**src/crt_refresh_pkg.sv**
```systemverilog
package crt_refresh_pkg;

  // ************************************************************
  // Register indexes and data port addresses
  // ************************************************************
  localparam logic [7:0]  IDX_ADDRESSING_MODE = 8'h17;
  localparam logic [7:0]  IDX_LINE_COMPARE    = 8'h18;
  localparam logic [7:0]  IDX_UNDERLINE       = 8'h14;
  localparam logic [15:0] DATA_PORT_COLOR     = 16'h03D5;
  localparam logic [15:0] DATA_PORT_MONO      = 16'h03B5;

  // ************************************************************
  // Field positions in the addressing mode control register
  // ************************************************************
  localparam int BIT_RETRACE_ENABLE    = 7;
  localparam int BIT_WORD_BYTE         = 6;
  localparam int BIT_ADDRESS_WRAP      = 5;
  localparam int BIT_UNUSED            = 4;
  localparam int BIT_COUNT_HALF_RATE   = 3;
  localparam int BIT_VERT_CLOCK_HALVE  = 2;
  localparam int BIT_ROW_SCAN_BIT1_SEL = 1;
  localparam int BIT_ROW_SCAN_BIT0_SEL = 0;

  // ************************************************************
  // Field positions in the underline location register
  // ************************************************************
  localparam int BIT_DOUBLEWORD        = 6;
  localparam int BIT_COUNT_QUARTER     = 5;

  // ************************************************************
  // Reset values and counter limits
  // ************************************************************
  localparam logic [7:0] MODE_RESET_VALUE    = 8'h00;
  localparam logic [7:0] COMPARE_RESET_VALUE = 8'h00;
  localparam logic [7:0] UNDERLINE_RESET     = 8'h00;
  localparam logic [7:0] WRITABLE_MODE_MASK  = 8'hEF;
  localparam int         VERT_WIDTH          = 10;
  localparam int         VERT_LINES_MAX      = 1024;

  // Address output selection
  typedef enum logic [1:0] {
    ADDR_BYTE       = 2'b00,
    ADDR_WORD       = 2'b01,
    ADDR_DOUBLEWORD = 2'b10
  } addr_mode_type;

endpackage

```
**src/crt_refresh_address_mode_control.sv**
```systemverilog
`timescale 1ns/10ps
`default_nettype none
module crt_refresh_address_mode_control
  import crt_refresh_pkg::*;
#(
  parameter int ADDR_WIDTH = 16
) (
  input  wire logic                  SYS_CLK,
  input  wire logic                  RST_N,
  input  wire logic [15:0]           IO_ADDR,
  input  wire logic                  IO_WR,
  input  wire logic                  IO_RD,
  input  wire logic [7:0]            IO_WDATA,
  input  wire logic [7:0]            CRT_INDEX,
  input  wire logic                  CHAR_CLK_TICK,
  input  wire logic                  HRETRACE_TICK,
  input  wire logic [15:0]           START_ADDRESS,
  input  wire logic [15:0]           ROW_OFFSET,
  input  wire logic                  FRAME_START,
  input  wire logic                  ROW_END,
  input  wire logic [1:0]            ROW_SCAN,
  input  wire logic                  COMPARE_BIT8,
  input  wire logic                  COMPARE_BIT9,
  input  wire logic [VERT_WIDTH-1:0] VERT_TOTAL,
  input  wire logic                  HRETRACE_RAW,
  input  wire logic                  VRETRACE_RAW,
  output logic [7:0]                 IO_RDATA,
  output logic [ADDR_WIDTH-1:0]      MEMORY_ADDRESS_OUT,
  output logic                       HRETRACE_OUT,
  output logic                       VRETRACE_OUT,
  output logic [VERT_WIDTH:0]        VERT_COUNT,
  output logic                       SPLIT_ACTIVE
);

  // All state of this level in one record; the rate divider keeps its own phase
  typedef struct packed {
    logic [7:0]            mode;
    logic [7:0]            compare;
    logic [7:0]            underline;
    addr_mode_type         amode;
    logic                  wrap;
    logic                  sel1;
    logic                  sel0;
    logic                  half;
    logic                  quarter;
    logic [15:0]           row_base;
    logic [15:0]           counter;
    logic [VERT_WIDTH:0]   vcount;
    logic                  vphase;
    logic                  split;
    logic [7:0]            rdata;
    logic [ADDR_WIDTH-1:0] addr_out;
    logic                  hr_out;
    logic                  vr_out;
  } state_type;

  state_type state_reg;
  state_type state_next;

  logic                  data_port_hit;
  logic                  counter_advance;
  logic [15:0]           mapped;
  logic [VERT_WIDTH-1:0] compare_target;
  logic                  vert_advance;

  // ************************************************************
  // Data port decode
  // ************************************************************
  // Both colour and mono data ports reach the same registers
  assign data_port_hit = (IO_ADDR == DATA_PORT_COLOR) || (IO_ADDR == DATA_PORT_MONO);

  // Ten-bit compare target assembled from three registers
  assign compare_target = {COMPARE_BIT9, COMPARE_BIT8, state_reg.compare};

  // Vertical counter advances on every retrace, or every other one
  assign vert_advance = HRETRACE_TICK && (!state_reg.mode[BIT_VERT_CLOCK_HALVE] || state_reg.vphase);

  // ************************************************************
  // Submodules
  // ************************************************************
  crt_rate_divider u_rate (
    .SYS_CLK      (SYS_CLK),
    .RST_N        (RST_N),
    .tick         (CHAR_CLK_TICK),
    .half_rate    (state_reg.half),
    .quarter_rate (state_reg.quarter),
    .advance      (counter_advance)
  );

  crt_addr_mux u_mux (
    .counter              (state_reg.counter),
    .row_scan             (ROW_SCAN),
    .mode                 (state_reg.amode),
    .address_wrap_select  (state_reg.wrap),
    .row_scan_bit1_select (state_reg.sel1),
    .row_scan_bit0_select (state_reg.sel0),
    .mapped               (mapped)
  );

  // ************************************************************
  // Next state
  // ************************************************************
  always_comb begin
    state_next = state_reg;
    // Register writes through the data port
    if (IO_WR && data_port_hit) begin
      if (CRT_INDEX == IDX_ADDRESSING_MODE) begin
        state_next.mode = IO_WDATA & WRITABLE_MODE_MASK;
      end else if (CRT_INDEX == IDX_LINE_COMPARE) begin
        state_next.compare = IO_WDATA;
      end else if (CRT_INDEX == IDX_UNDERLINE) begin
        state_next.underline = IO_WDATA;
      end
    end
    // Reads return the stored value; unused bit stays zero
    if (IO_RD && data_port_hit) begin
      if (CRT_INDEX == IDX_ADDRESSING_MODE) begin
        state_next.rdata = state_reg.mode;
      end else if (CRT_INDEX == IDX_LINE_COMPARE) begin
        state_next.rdata = state_reg.compare;
      end else if (CRT_INDEX == IDX_UNDERLINE) begin
        state_next.rdata = state_reg.underline;
      end else begin
        state_next.rdata = 8'h00;
      end
    end
    // Mode copies move only on a character boundary so the
    // address never shows half an old and half a new mode
    if (CHAR_CLK_TICK) begin
      if (state_reg.underline[BIT_DOUBLEWORD]) begin
        state_next.amode = ADDR_DOUBLEWORD;
      end else if (!state_reg.mode[BIT_WORD_BYTE]) begin
        state_next.amode = ADDR_WORD;
      end else begin
        state_next.amode = ADDR_BYTE;
      end
      state_next.wrap    = state_reg.mode[BIT_ADDRESS_WRAP];
      state_next.sel1    = state_reg.mode[BIT_ROW_SCAN_BIT1_SEL];
      state_next.sel0    = state_reg.mode[BIT_ROW_SCAN_BIT0_SEL];
      state_next.half    = state_reg.mode[BIT_COUNT_HALF_RATE];
      state_next.quarter = state_reg.underline[BIT_COUNT_QUARTER];
    end
    // Address counter: reload per frame and row, step otherwise
    if (FRAME_START) begin
      state_next.row_base = START_ADDRESS;
      state_next.counter  = START_ADDRESS;
      state_next.split    = 1'b0;
    end else if (ROW_END) begin
      state_next.row_base = state_reg.row_base + ROW_OFFSET;
      state_next.counter  = state_reg.row_base + ROW_OFFSET;
    end else if (counter_advance) begin
      state_next.counter = state_reg.counter + 16'd1;
    end
    // Vertical counter clears only on frame start and never wraps at the total; 11 bits hold the doubled range
    if (HRETRACE_TICK) begin
      state_next.vphase = !state_reg.vphase;
    end
    if (FRAME_START) begin
      state_next.vcount = '0;
      state_next.vphase = 1'b0;
    end else if (vert_advance) begin
      state_next.vcount = state_reg.vcount + 11'd1;
      // Split point: lower screen restarts at zero, ignoring scroll
      if (state_reg.vcount[VERT_WIDTH-1:0] == compare_target) begin
        state_next.row_base = 16'h0000;
        state_next.counter  = 16'h0000;
        state_next.split    = 1'b1;
      end
    end
    state_next.addr_out = mapped[ADDR_WIDTH-1:0];
    // Retrace gate affects only these two outputs
    state_next.hr_out = state_reg.mode[BIT_RETRACE_ENABLE] && HRETRACE_RAW;
    state_next.vr_out = state_reg.mode[BIT_RETRACE_ENABLE] && VRETRACE_RAW;
  end

  // ************************************************************
  // State register
  // ************************************************************
  always_ff @(posedge SYS_CLK or negedge RST_N) begin
    if (!RST_N) begin
      state_reg           <= '0;
      state_reg.mode      <= MODE_RESET_VALUE;
      state_reg.compare   <= COMPARE_RESET_VALUE;
      state_reg.underline <= UNDERLINE_RESET;
      state_reg.amode     <= ADDR_WORD;
    end else begin
      state_reg <= state_next;
    end
  end

  assign IO_RDATA           = state_reg.rdata;
  assign MEMORY_ADDRESS_OUT = state_reg.addr_out;
  assign HRETRACE_OUT       = state_reg.hr_out;
  assign VRETRACE_OUT       = state_reg.vr_out;
  assign VERT_COUNT         = state_reg.vcount;
  assign SPLIT_ACTIVE       = state_reg.split;

  // ************************************************************
  // Checks
  // ************************************************************
  AST_RETRACE_GATED: assert property (@(posedge SYS_CLK) disable iff (!RST_N)
    !state_reg.mode[BIT_RETRACE_ENABLE] |=> !HRETRACE_OUT && !VRETRACE_OUT)
    else $error("retrace output active while disabled");

  AST_RETRACE_PASSES: assert property (@(posedge SYS_CLK) disable iff (!RST_N)
    state_reg.mode[BIT_RETRACE_ENABLE] |=> HRETRACE_OUT == $past(HRETRACE_RAW))
    else $error("enabled retrace not passed through");

  AST_UNUSED_ZERO: assert property (@(posedge SYS_CLK) disable iff (!RST_N)
    !state_reg.mode[BIT_UNUSED])
    else $error("unused mode bit stored as one");

  AST_WRITE_STORES: assert property (@(posedge SYS_CLK) disable iff (!RST_N)
    IO_WR && data_port_hit && CRT_INDEX == IDX_ADDRESSING_MODE
    |=> state_reg.mode == ($past(IO_WDATA) & WRITABLE_MODE_MASK))
    else $error("mode write lost");

  AST_DOUBLEWORD_WINS: assert property (@(posedge SYS_CLK) disable iff (!RST_N)
    CHAR_CLK_TICK && state_reg.underline[BIT_DOUBLEWORD] |=> state_reg.amode == ADDR_DOUBLEWORD)
    else $error("doubleword not selected");

  AST_WORD_OUT0: assert property (@(posedge SYS_CLK) disable iff (!RST_N)
    state_reg.amode == ADDR_WORD |=> MEMORY_ADDRESS_OUT[0] ==
      ($past(state_reg.wrap) ? $past(state_reg.counter[15]) : $past(state_reg.counter[13])))
    else $error("word mode output 0 wrong");

  AST_BYTE_OUT0: assert property (@(posedge SYS_CLK) disable iff (!RST_N)
    state_reg.amode == ADDR_BYTE |=> MEMORY_ADDRESS_OUT[0] == $past(state_reg.counter[0]))
    else $error("byte mode output 0 wrong");

  AST_DOUBLEWORD_LOW: assert property (@(posedge SYS_CLK) disable iff (!RST_N)
    state_reg.amode == ADDR_DOUBLEWORD |=> MEMORY_ADDRESS_OUT[1:0] == $past(state_reg.counter[13:12]))
    else $error("doubleword low outputs wrong");

  AST_ROW_SCAN13: assert property (@(posedge SYS_CLK) disable iff (!RST_N)
    !state_reg.sel0 |=> MEMORY_ADDRESS_OUT[13] == $past(ROW_SCAN[0]))
    else $error("output 13 not row scan bit 0");

  AST_ROW_SCAN14: assert property (@(posedge SYS_CLK) disable iff (!RST_N)
    !state_reg.sel1 |=> MEMORY_ADDRESS_OUT[14] == $past(ROW_SCAN[1]))
    else $error("output 14 not row scan bit 1");

  AST_SPLIT_CLEAR: assert property (@(posedge SYS_CLK) disable iff (!RST_N)
    !FRAME_START && vert_advance && state_reg.vcount[VERT_WIDTH-1:0] == compare_target
    |=> state_reg.counter == 16'h0000 && SPLIT_ACTIVE)
    else $error("split compare did not clear address");

  AST_VERT_HALF: assert property (@(posedge SYS_CLK) disable iff (!RST_N)
    state_reg.mode[BIT_VERT_CLOCK_HALVE] && HRETRACE_TICK && !state_reg.vphase && !FRAME_START
    |=> $stable(VERT_COUNT))
    else $error("halved vertical clock advanced early");

  // ************************************************************
  // Register and retrace checks
  // ************************************************************
  // Reset is seen one edge late, once the disable has lifted
  AST_RESET_CLEAR: assert property (@(posedge SYS_CLK) disable iff (!RST_N)
    $rose(RST_N) |-> state_reg.mode == MODE_RESET_VALUE && state_reg.compare == COMPARE_RESET_VALUE
      && !HRETRACE_OUT && !VRETRACE_OUT)
    else $error("registers not cleared by reset");

  AST_VRETRACE_PASSES: assert property (@(posedge SYS_CLK) disable iff (!RST_N)
    state_reg.mode[BIT_RETRACE_ENABLE] |=> VRETRACE_OUT == $past(VRETRACE_RAW))
    else $error("enabled vertical retrace not passed through");

  AST_COMPARE_STORES: assert property (@(posedge SYS_CLK) disable iff (!RST_N)
    IO_WR && data_port_hit && CRT_INDEX == IDX_LINE_COMPARE |=> state_reg.compare == $past(IO_WDATA))
    else $error("line compare write lost");

  // ************************************************************
  // Mapping checks
  // ************************************************************
  // Shift checks need both row scan selects off the counter
  AST_WORD_SHIFT: assert property (@(posedge SYS_CLK) disable iff (!RST_N)
    state_reg.amode == ADDR_WORD && state_reg.sel0 && state_reg.sel1
    |=> MEMORY_ADDRESS_OUT[15:1] == $past(state_reg.counter[14:0]))
    else $error("word mode shift wrong");

  AST_DOUBLEWORD_SHIFT: assert property (@(posedge SYS_CLK) disable iff (!RST_N)
    state_reg.amode == ADDR_DOUBLEWORD && state_reg.sel0 && state_reg.sel1
    |=> MEMORY_ADDRESS_OUT[15:2] == $past(state_reg.counter[13:0]))
    else $error("doubleword shift wrong");

  AST_BYTE_PASS: assert property (@(posedge SYS_CLK) disable iff (!RST_N)
    state_reg.amode == ADDR_BYTE && state_reg.sel0 && state_reg.sel1
    |=> MEMORY_ADDRESS_OUT == $past(state_reg.counter))
    else $error("byte mode address wrong");

  AST_WORD_SELECT: assert property (@(posedge SYS_CLK) disable iff (!RST_N)
    CHAR_CLK_TICK && !state_reg.underline[BIT_DOUBLEWORD] && !state_reg.mode[BIT_WORD_BYTE]
    |=> state_reg.amode == ADDR_WORD)
    else $error("word mode not selected");

  AST_BYTE_SELECT: assert property (@(posedge SYS_CLK) disable iff (!RST_N)
    CHAR_CLK_TICK && !state_reg.underline[BIT_DOUBLEWORD] && state_reg.mode[BIT_WORD_BYTE]
    |=> state_reg.amode == ADDR_BYTE)
    else $error("byte mode not selected");

  AST_MODE_HELD: assert property (@(posedge SYS_CLK) disable iff (!RST_N)
    !CHAR_CLK_TICK |=> $stable(state_reg.amode) && $stable(state_reg.wrap))
    else $error("mode copy moved off a character boundary");

  // ************************************************************
  // Counter checks
  // ************************************************************
  AST_COUNT_FULL: assert property (@(posedge SYS_CLK) disable iff (!RST_N)
    CHAR_CLK_TICK && !state_reg.half && !state_reg.quarter |=> counter_advance)
    else $error("full rate counter missed a tick");

  AST_ADVANCE_NEEDS_TICK: assert property (@(posedge SYS_CLK) disable iff (!RST_N)
    counter_advance |-> $past(CHAR_CLK_TICK))
    else $error("counter advanced without a tick");

  AST_VERT_FULL: assert property (@(posedge SYS_CLK) disable iff (!RST_N)
    !state_reg.mode[BIT_VERT_CLOCK_HALVE] && HRETRACE_TICK && !FRAME_START
    |=> VERT_COUNT == $past(VERT_COUNT) + 11'd1)
    else $error("vertical count missed a retrace");

  AST_VERT_HALF_STEP: assert property (@(posedge SYS_CLK) disable iff (!RST_N)
    state_reg.mode[BIT_VERT_CLOCK_HALVE] && HRETRACE_TICK && state_reg.vphase && !FRAME_START
    |=> VERT_COUNT == $past(VERT_COUNT) + 11'd1)
    else $error("halved vertical count did not step");

  AST_SPLIT_HOLDS: assert property (@(posedge SYS_CLK) disable iff (!RST_N)
    SPLIT_ACTIVE && !FRAME_START |=> SPLIT_ACTIVE)
    else $error("split flag dropped inside a frame");

endmodule // crt_refresh_address_mode_control
`default_nettype wire

```
**src/crt_rate_divider.sv**
```systemverilog
`timescale 1ns/10ps
`default_nettype none
// Produces a one-cycle advance pulse every 1, 2 or 4 input ticks
module crt_rate_divider (
  input  wire logic SYS_CLK,
  input  wire logic RST_N,
  input  wire logic tick,
  input  wire logic half_rate,
  input  wire logic quarter_rate,
  output logic      advance
);

  typedef struct packed {
    logic [1:0] phase;
    logic       adv;
  } state_type;

  state_type state_reg;
  state_type state_next;

  // ************************************************************
  // Divider phase
  // ************************************************************
  // Quarter rate wins over half rate
  always_comb begin
    state_next     = state_reg;
    state_next.adv = 1'b0;
    if (tick) begin
      state_next.phase = state_reg.phase + 2'd1;
      if (quarter_rate) begin
        state_next.adv = (state_reg.phase == 2'd3);
      end else if (half_rate) begin
        state_next.adv = state_reg.phase[0];
      end else begin
        state_next.adv = 1'b1;
      end
    end
  end

  always_ff @(posedge SYS_CLK or negedge RST_N) begin
    if (!RST_N) begin
      state_reg <= '0;
    end else begin
      state_reg <= state_next;
    end
  end

  assign advance = state_reg.adv;

endmodule // crt_rate_divider
`default_nettype wire

```
**src/crt_addr_mux.sv**
```systemverilog
`timescale 1ns/10ps
`default_nettype none
// Maps the address counter and row scan onto the refresh address
module crt_addr_mux
  import crt_refresh_pkg::*;
(
  input  wire logic [15:0]        counter,
  input  wire logic [1:0]         row_scan,
  input  wire crt_refresh_pkg::addr_mode_type mode,
  input  wire logic               address_wrap_select,
  input  wire logic               row_scan_bit1_select,
  input  wire logic               row_scan_bit0_select,
  output logic [15:0]             mapped
);

  logic [15:0] shifted;

  // ************************************************************
  // Mode shift then row scan substitution
  // ************************************************************
  always_comb begin
    case (mode)
      ADDR_DOUBLEWORD: shifted = {counter[13:0], counter[13], counter[12]};
      ADDR_WORD:       shifted = {counter[14:0],
                                  address_wrap_select ? counter[15] : counter[13]};
      default:         shifted = counter;
    endcase
    mapped     = shifted;
    mapped[14] = row_scan_bit1_select ? shifted[14] : row_scan[1];
    mapped[13] = row_scan_bit0_select ? shifted[13] : row_scan[0];
  end

endmodule // crt_addr_mux
`default_nettype wire

```
**config.mk**
```make
export PLATFORM = sky130hd
export DESIGN_NAME = crt_refresh_address_mode_control
export DESIGN_NICKNAME = d
export VERILOG_FILES = /design/src/crt_refresh_pkg.sv /design/src/crt_refresh_address_mode_control.sv /design/src/crt_rate_divider.sv /design/src/crt_addr_mux.sv
export SDC_FILE = /design/constraint.sdc
export NUM_CORES = 1
export LEC_CHECK = 0
export BUFFER_PORTS_ARGS = -buffer_cell sky130_fd_sc_hd__buf_2
export CORE_UTILIZATION = 50
export DETAILED_ROUTE_END_ITERATION = 8
export PLACE_DENSITY_LB_ADDON = 0.25
export SYNTH_ARGS = -nofsm -noshare
export SYNTH_HDL_FRONTEND = slang
export SYNTH_SLANG_ARGS = --single-unit
export TNS_END_PERCENT = 10
```
**constraint.sdc**
```tcl
create_clock -name SYS_CLK -period 6.5 [get_ports SYS_CLK]
set_clock_uncertainty 0.05 [all_clocks]
set_input_delay 1.3 -clock SYS_CLK [delete_from_list [all_inputs] [get_ports SYS_CLK]]
set_output_delay 1.3 -clock SYS_CLK [all_outputs]
set_load 0.02 [all_outputs]
```
==> flow_metrics.tcl <==
set metrics [dict create \
    status "finished with violations" \
    violations "design-rule violations" \
    avgViaCountPerCell 5.74 \
    synth_compound_area_share_pct 16.7 \
    final_cell_count_no_fill 821 \
    synth_area_um2 5990 \
    period_needed_ns 3.33 \
    hold_viol 0 \
    slew_viol_final 0 \
    startpoint_type "primary input" \
    synth-adder-area-share_pct 4.51 \
    p_leak_uw 0.00324 \
    largest_register_ffs 55 \
    htree_levels 3 \
    io_buffers 115 \
    wl_met1_um 5600 \
    vdd_drop_max_mv 0.121 \
    postCtsResizedCells 0 \
    max_stage_delay_ns 0.39 \
    n_antenna_cell 0 \
    tns_ns 0 \
    detail-route-antenna-nets 0 \
    dp.cells 805 \
    crit_buf_inv 2 \
    synth_top_area_share_pct 43.0 \
    yosys.area_share.simple_pct 12.3 \
    wirelength_um 12900 \
    synth_top_family_by_area "compound AO/OA/AOI/OAI gates" \
    pwr-share-comb_pct 24.6 \
    clock-root-buffer "clkbuf_16" \
    vias 4712 \
    synth_edf_count 0 \
    yosysTopAreaCell "dfrtp_1" \
    hold_buffers 0 \
    drt-initial-drc-count 383 \
    cp_data_required_time_ns 6.71 \
    yosys_warnings 0 \
    cts_buffer_depth 2 \
    final_layout_size_suffix_gt1_share_pct 24.8 \
    synth-seq-cells 104 \
    cts-buffers-inserted 9 \
    setup_viol 0 \
    cts_setup_buffers 0 \
    holdWs_ns 0.440 \
    die-area_um2 12400 \
    synth.distinct_cells 60 \
    path_class "in -> reg" \
    die_h_um 111 \
    ys_async_sr_fraction_pct 100 \
    clk_latency_ns 0.35 \
    powerDensity_nw_per_um2 255 \
    fp.coreArea_um2 11600 \
    rsz0062_at_grt "false" \
    io_pins 126 \
    intPower_uw 1150 \
    final_area_um2 6650 \
    highest_layer "met4" \
    num_rows 39 \
    p_sw_uw 542 \
    nets 782 \
    clk_pin_slew_ns 0.08 \
    post-route-drc-count 14 \
    drv_cap 0 \
    wl_met3_um 666 \
    syn_avg_cell_area_um2 9.75 \
    synthTopCellsByArea "dfrtp_1 43%, mux2_2 5.3%, xnor2_1 4.5%, buf_4 4.4%, ha_1 4.2%" \
    fmax_mhz 300 \
    ys.flop_type "dfrtp_1" \
    die_x_um 111 \
    grt_max_degree 72 \
    place_area_um2 6360 \
    grt_pass1_wl_um 21300 \
    grt_usage_pct 21.4 \
    crit_slowest_cell "fa_1" \
    fin_crit_sh_pct 51.3 \
    area_growth_pct 11.0 \
    switching_share_pct 31.9 \
    ys_seq_area_share_pct 43.5 \
    tightest_slew_ns 0.994 \
    nFillCells 1029 \
    hold_class "reg -> reg" \
    wl_per_cell_um 15.7 \
    cp_cell_sequence "buf_2 -> ha_1 -> inv_1 -> fa_1 -> and2b_1 -> o211ai_1 -> a21boi_2 -> a2bb2oi_1 -> xnor2_1 -> and2_1 -> o31ai_1" \
    cp_max_fo 3 \
    initial_utilization_pct 51.8 \
    critical_path_arrival_ns 3.54 \
    clkPwrFrac_pct 30.6 \
    synth_xor_area_share_pct 6.87 \
    synth.area.mux_share_pct 8.67 \
    clkSinkCount 104 \
    dp_hpwl_um 9530 \
    slew_headroom_pct 33.7 \
    pwr-share-seq_pct 44.8 \
    synthCells 614 \
    globalplace.congestion 0.874 \
    wl_met2_um 6450 \
    first_pass_iters 7 \
    cp_top_family "compound AO/OA/AOI/OAI gates" \
    gr-total-overflow 0 \
    antenna_found_initial 1 \
    cts_tree "built" \
    synth_fp_nets 723 \
    power_uw 1700 \
    grt_pass1_vias 4480 \
    endpoint_kind "register" \
]
synthesized netlist by cell type (all sizes together), types with 3 or more instances:
cell type	instances
a21oi	34
a211o	3
mux2	31
nand3	13
dfrtp	103
a222oi	7
xnor2	31
nor2	44
nand2b	3
a221oi	3
o21a	5
mux2i	17
nor4b	3
a22oi	14
a31oi	10
o211ai	3
ha	20
o21ai	50
clkbuf	29
xor2	16
and3	7
nor4	3
nand4	9
o31ai	4
a21o	8
and2	6
buf	39
nand2	58
inv	14
placed cells by master, fill, tap and decap left out, types with 5 or more instances in the layout:
cell,Yosys,routed
ha_1,20,20
nand3_1,13,13
nand2_1,55,55
xor2_1,16,16
and3_1,7,7
a222oi_1,7,7
o21ai_0,48,48
a21o_1,7,7
a31oi_1,10,10
clkbuf_16,0,9
nand4_1,9,9
xnor2_1,31,31
buf_2,2,114
inv_1,14,14
and2_1,6,6
nor2_1,44,44
mux2i_1,17,17
mux2_2,28,28
o21a_1,5,5
a22oi_1,14,14
dfrtp_1,103,103
a21oi_1,34,34
logic make-up after synthesis:
group                    count (synthesis)
adder cells (fa/ha/maj)                 21
XOR/XNOR                                47
AND/OR/NAND/NOR                        156
buffers and inverters                   82
multiplexers                            48
flip-flops                             104
AO/OA/AOI/OAI                          156
metal layers:
layer | vias up | track usage (%)
met2 | 140 | 37.6
li1 | 2267 | -
met4 | 0 | 5.23
met5 | - | 0
met1 | 2291 | 26.3
met3 | 14 | 5.33
metrics by stage:
| stage | utilization [%] | worst slack, ns |
|---|---|---|
| 3_5_place_dp | 55.0 | 2.81 |
| 3_3_place_gp | 55.0 | 2.86 |
| 2_1_floorplan | - | 3.24 |
| 6_report | 57.5 | 3.17 |
| 4_1_cts | 57.5 | 3.17 |
| 5_1_grt | 57.5 | 3.05 |
worst paths after layout:
check                              startpoint              to  slack, ns  cells past startpoint
max in group asynchronous               RST_N   state_reg[52]       4.33                      2
worst max register to register  state_reg[55]   state_reg[65]       3.83                     10
worst min-delay path            state_reg[72]  u_rate.advance       0.44                      1
worst max-delay path            ROW_OFFSET[0]   state_reg[65]       3.17                     11
min in group asynchronous               RST_N   state_reg[62]       0.84                      1
worst min register to register  state_reg[72]  u_rate.advance       0.44                      1
worst register-to-register path, delay by kind of cell (launching register included):
| kind | cells | cell delay, ns |
|---|---|---|
| AOI/OAI and AO/OA | 4 | 0.96 |
| adders and majority gates | 2 | 0.60 |
| and+or+nand+nor | 2 | 0.41 |
| DFF | 1 | 0.36 |
| xor gates and xnor gates | 1 | 0.13 |
| buffers and inverters | 1 | 0.07 |
power by group through the flow:
stage	clock (uW)	combinational [uW]	sequential [uW]
CTS	532	419	759
finish	520	417	759
floorplan	0	335	749
global route	560	467	767
global placement	0	404	769
detailed placement	0	417	771
layout make-up:
type                    count  area [um2]  share of cell area [%]
clock buffers              10         229                    3.45
clock inverters             6        61.3                   0.922
inverters                  14        52.6                   0.791
multi-input cells         428        2940                    44.2
flip-flops and latches    104        2600                    39.2
well taps                 143         179                    2.69
repair buffers            116         586                    8.81
No activity file was read; power rests on OpenSTA's default activity.
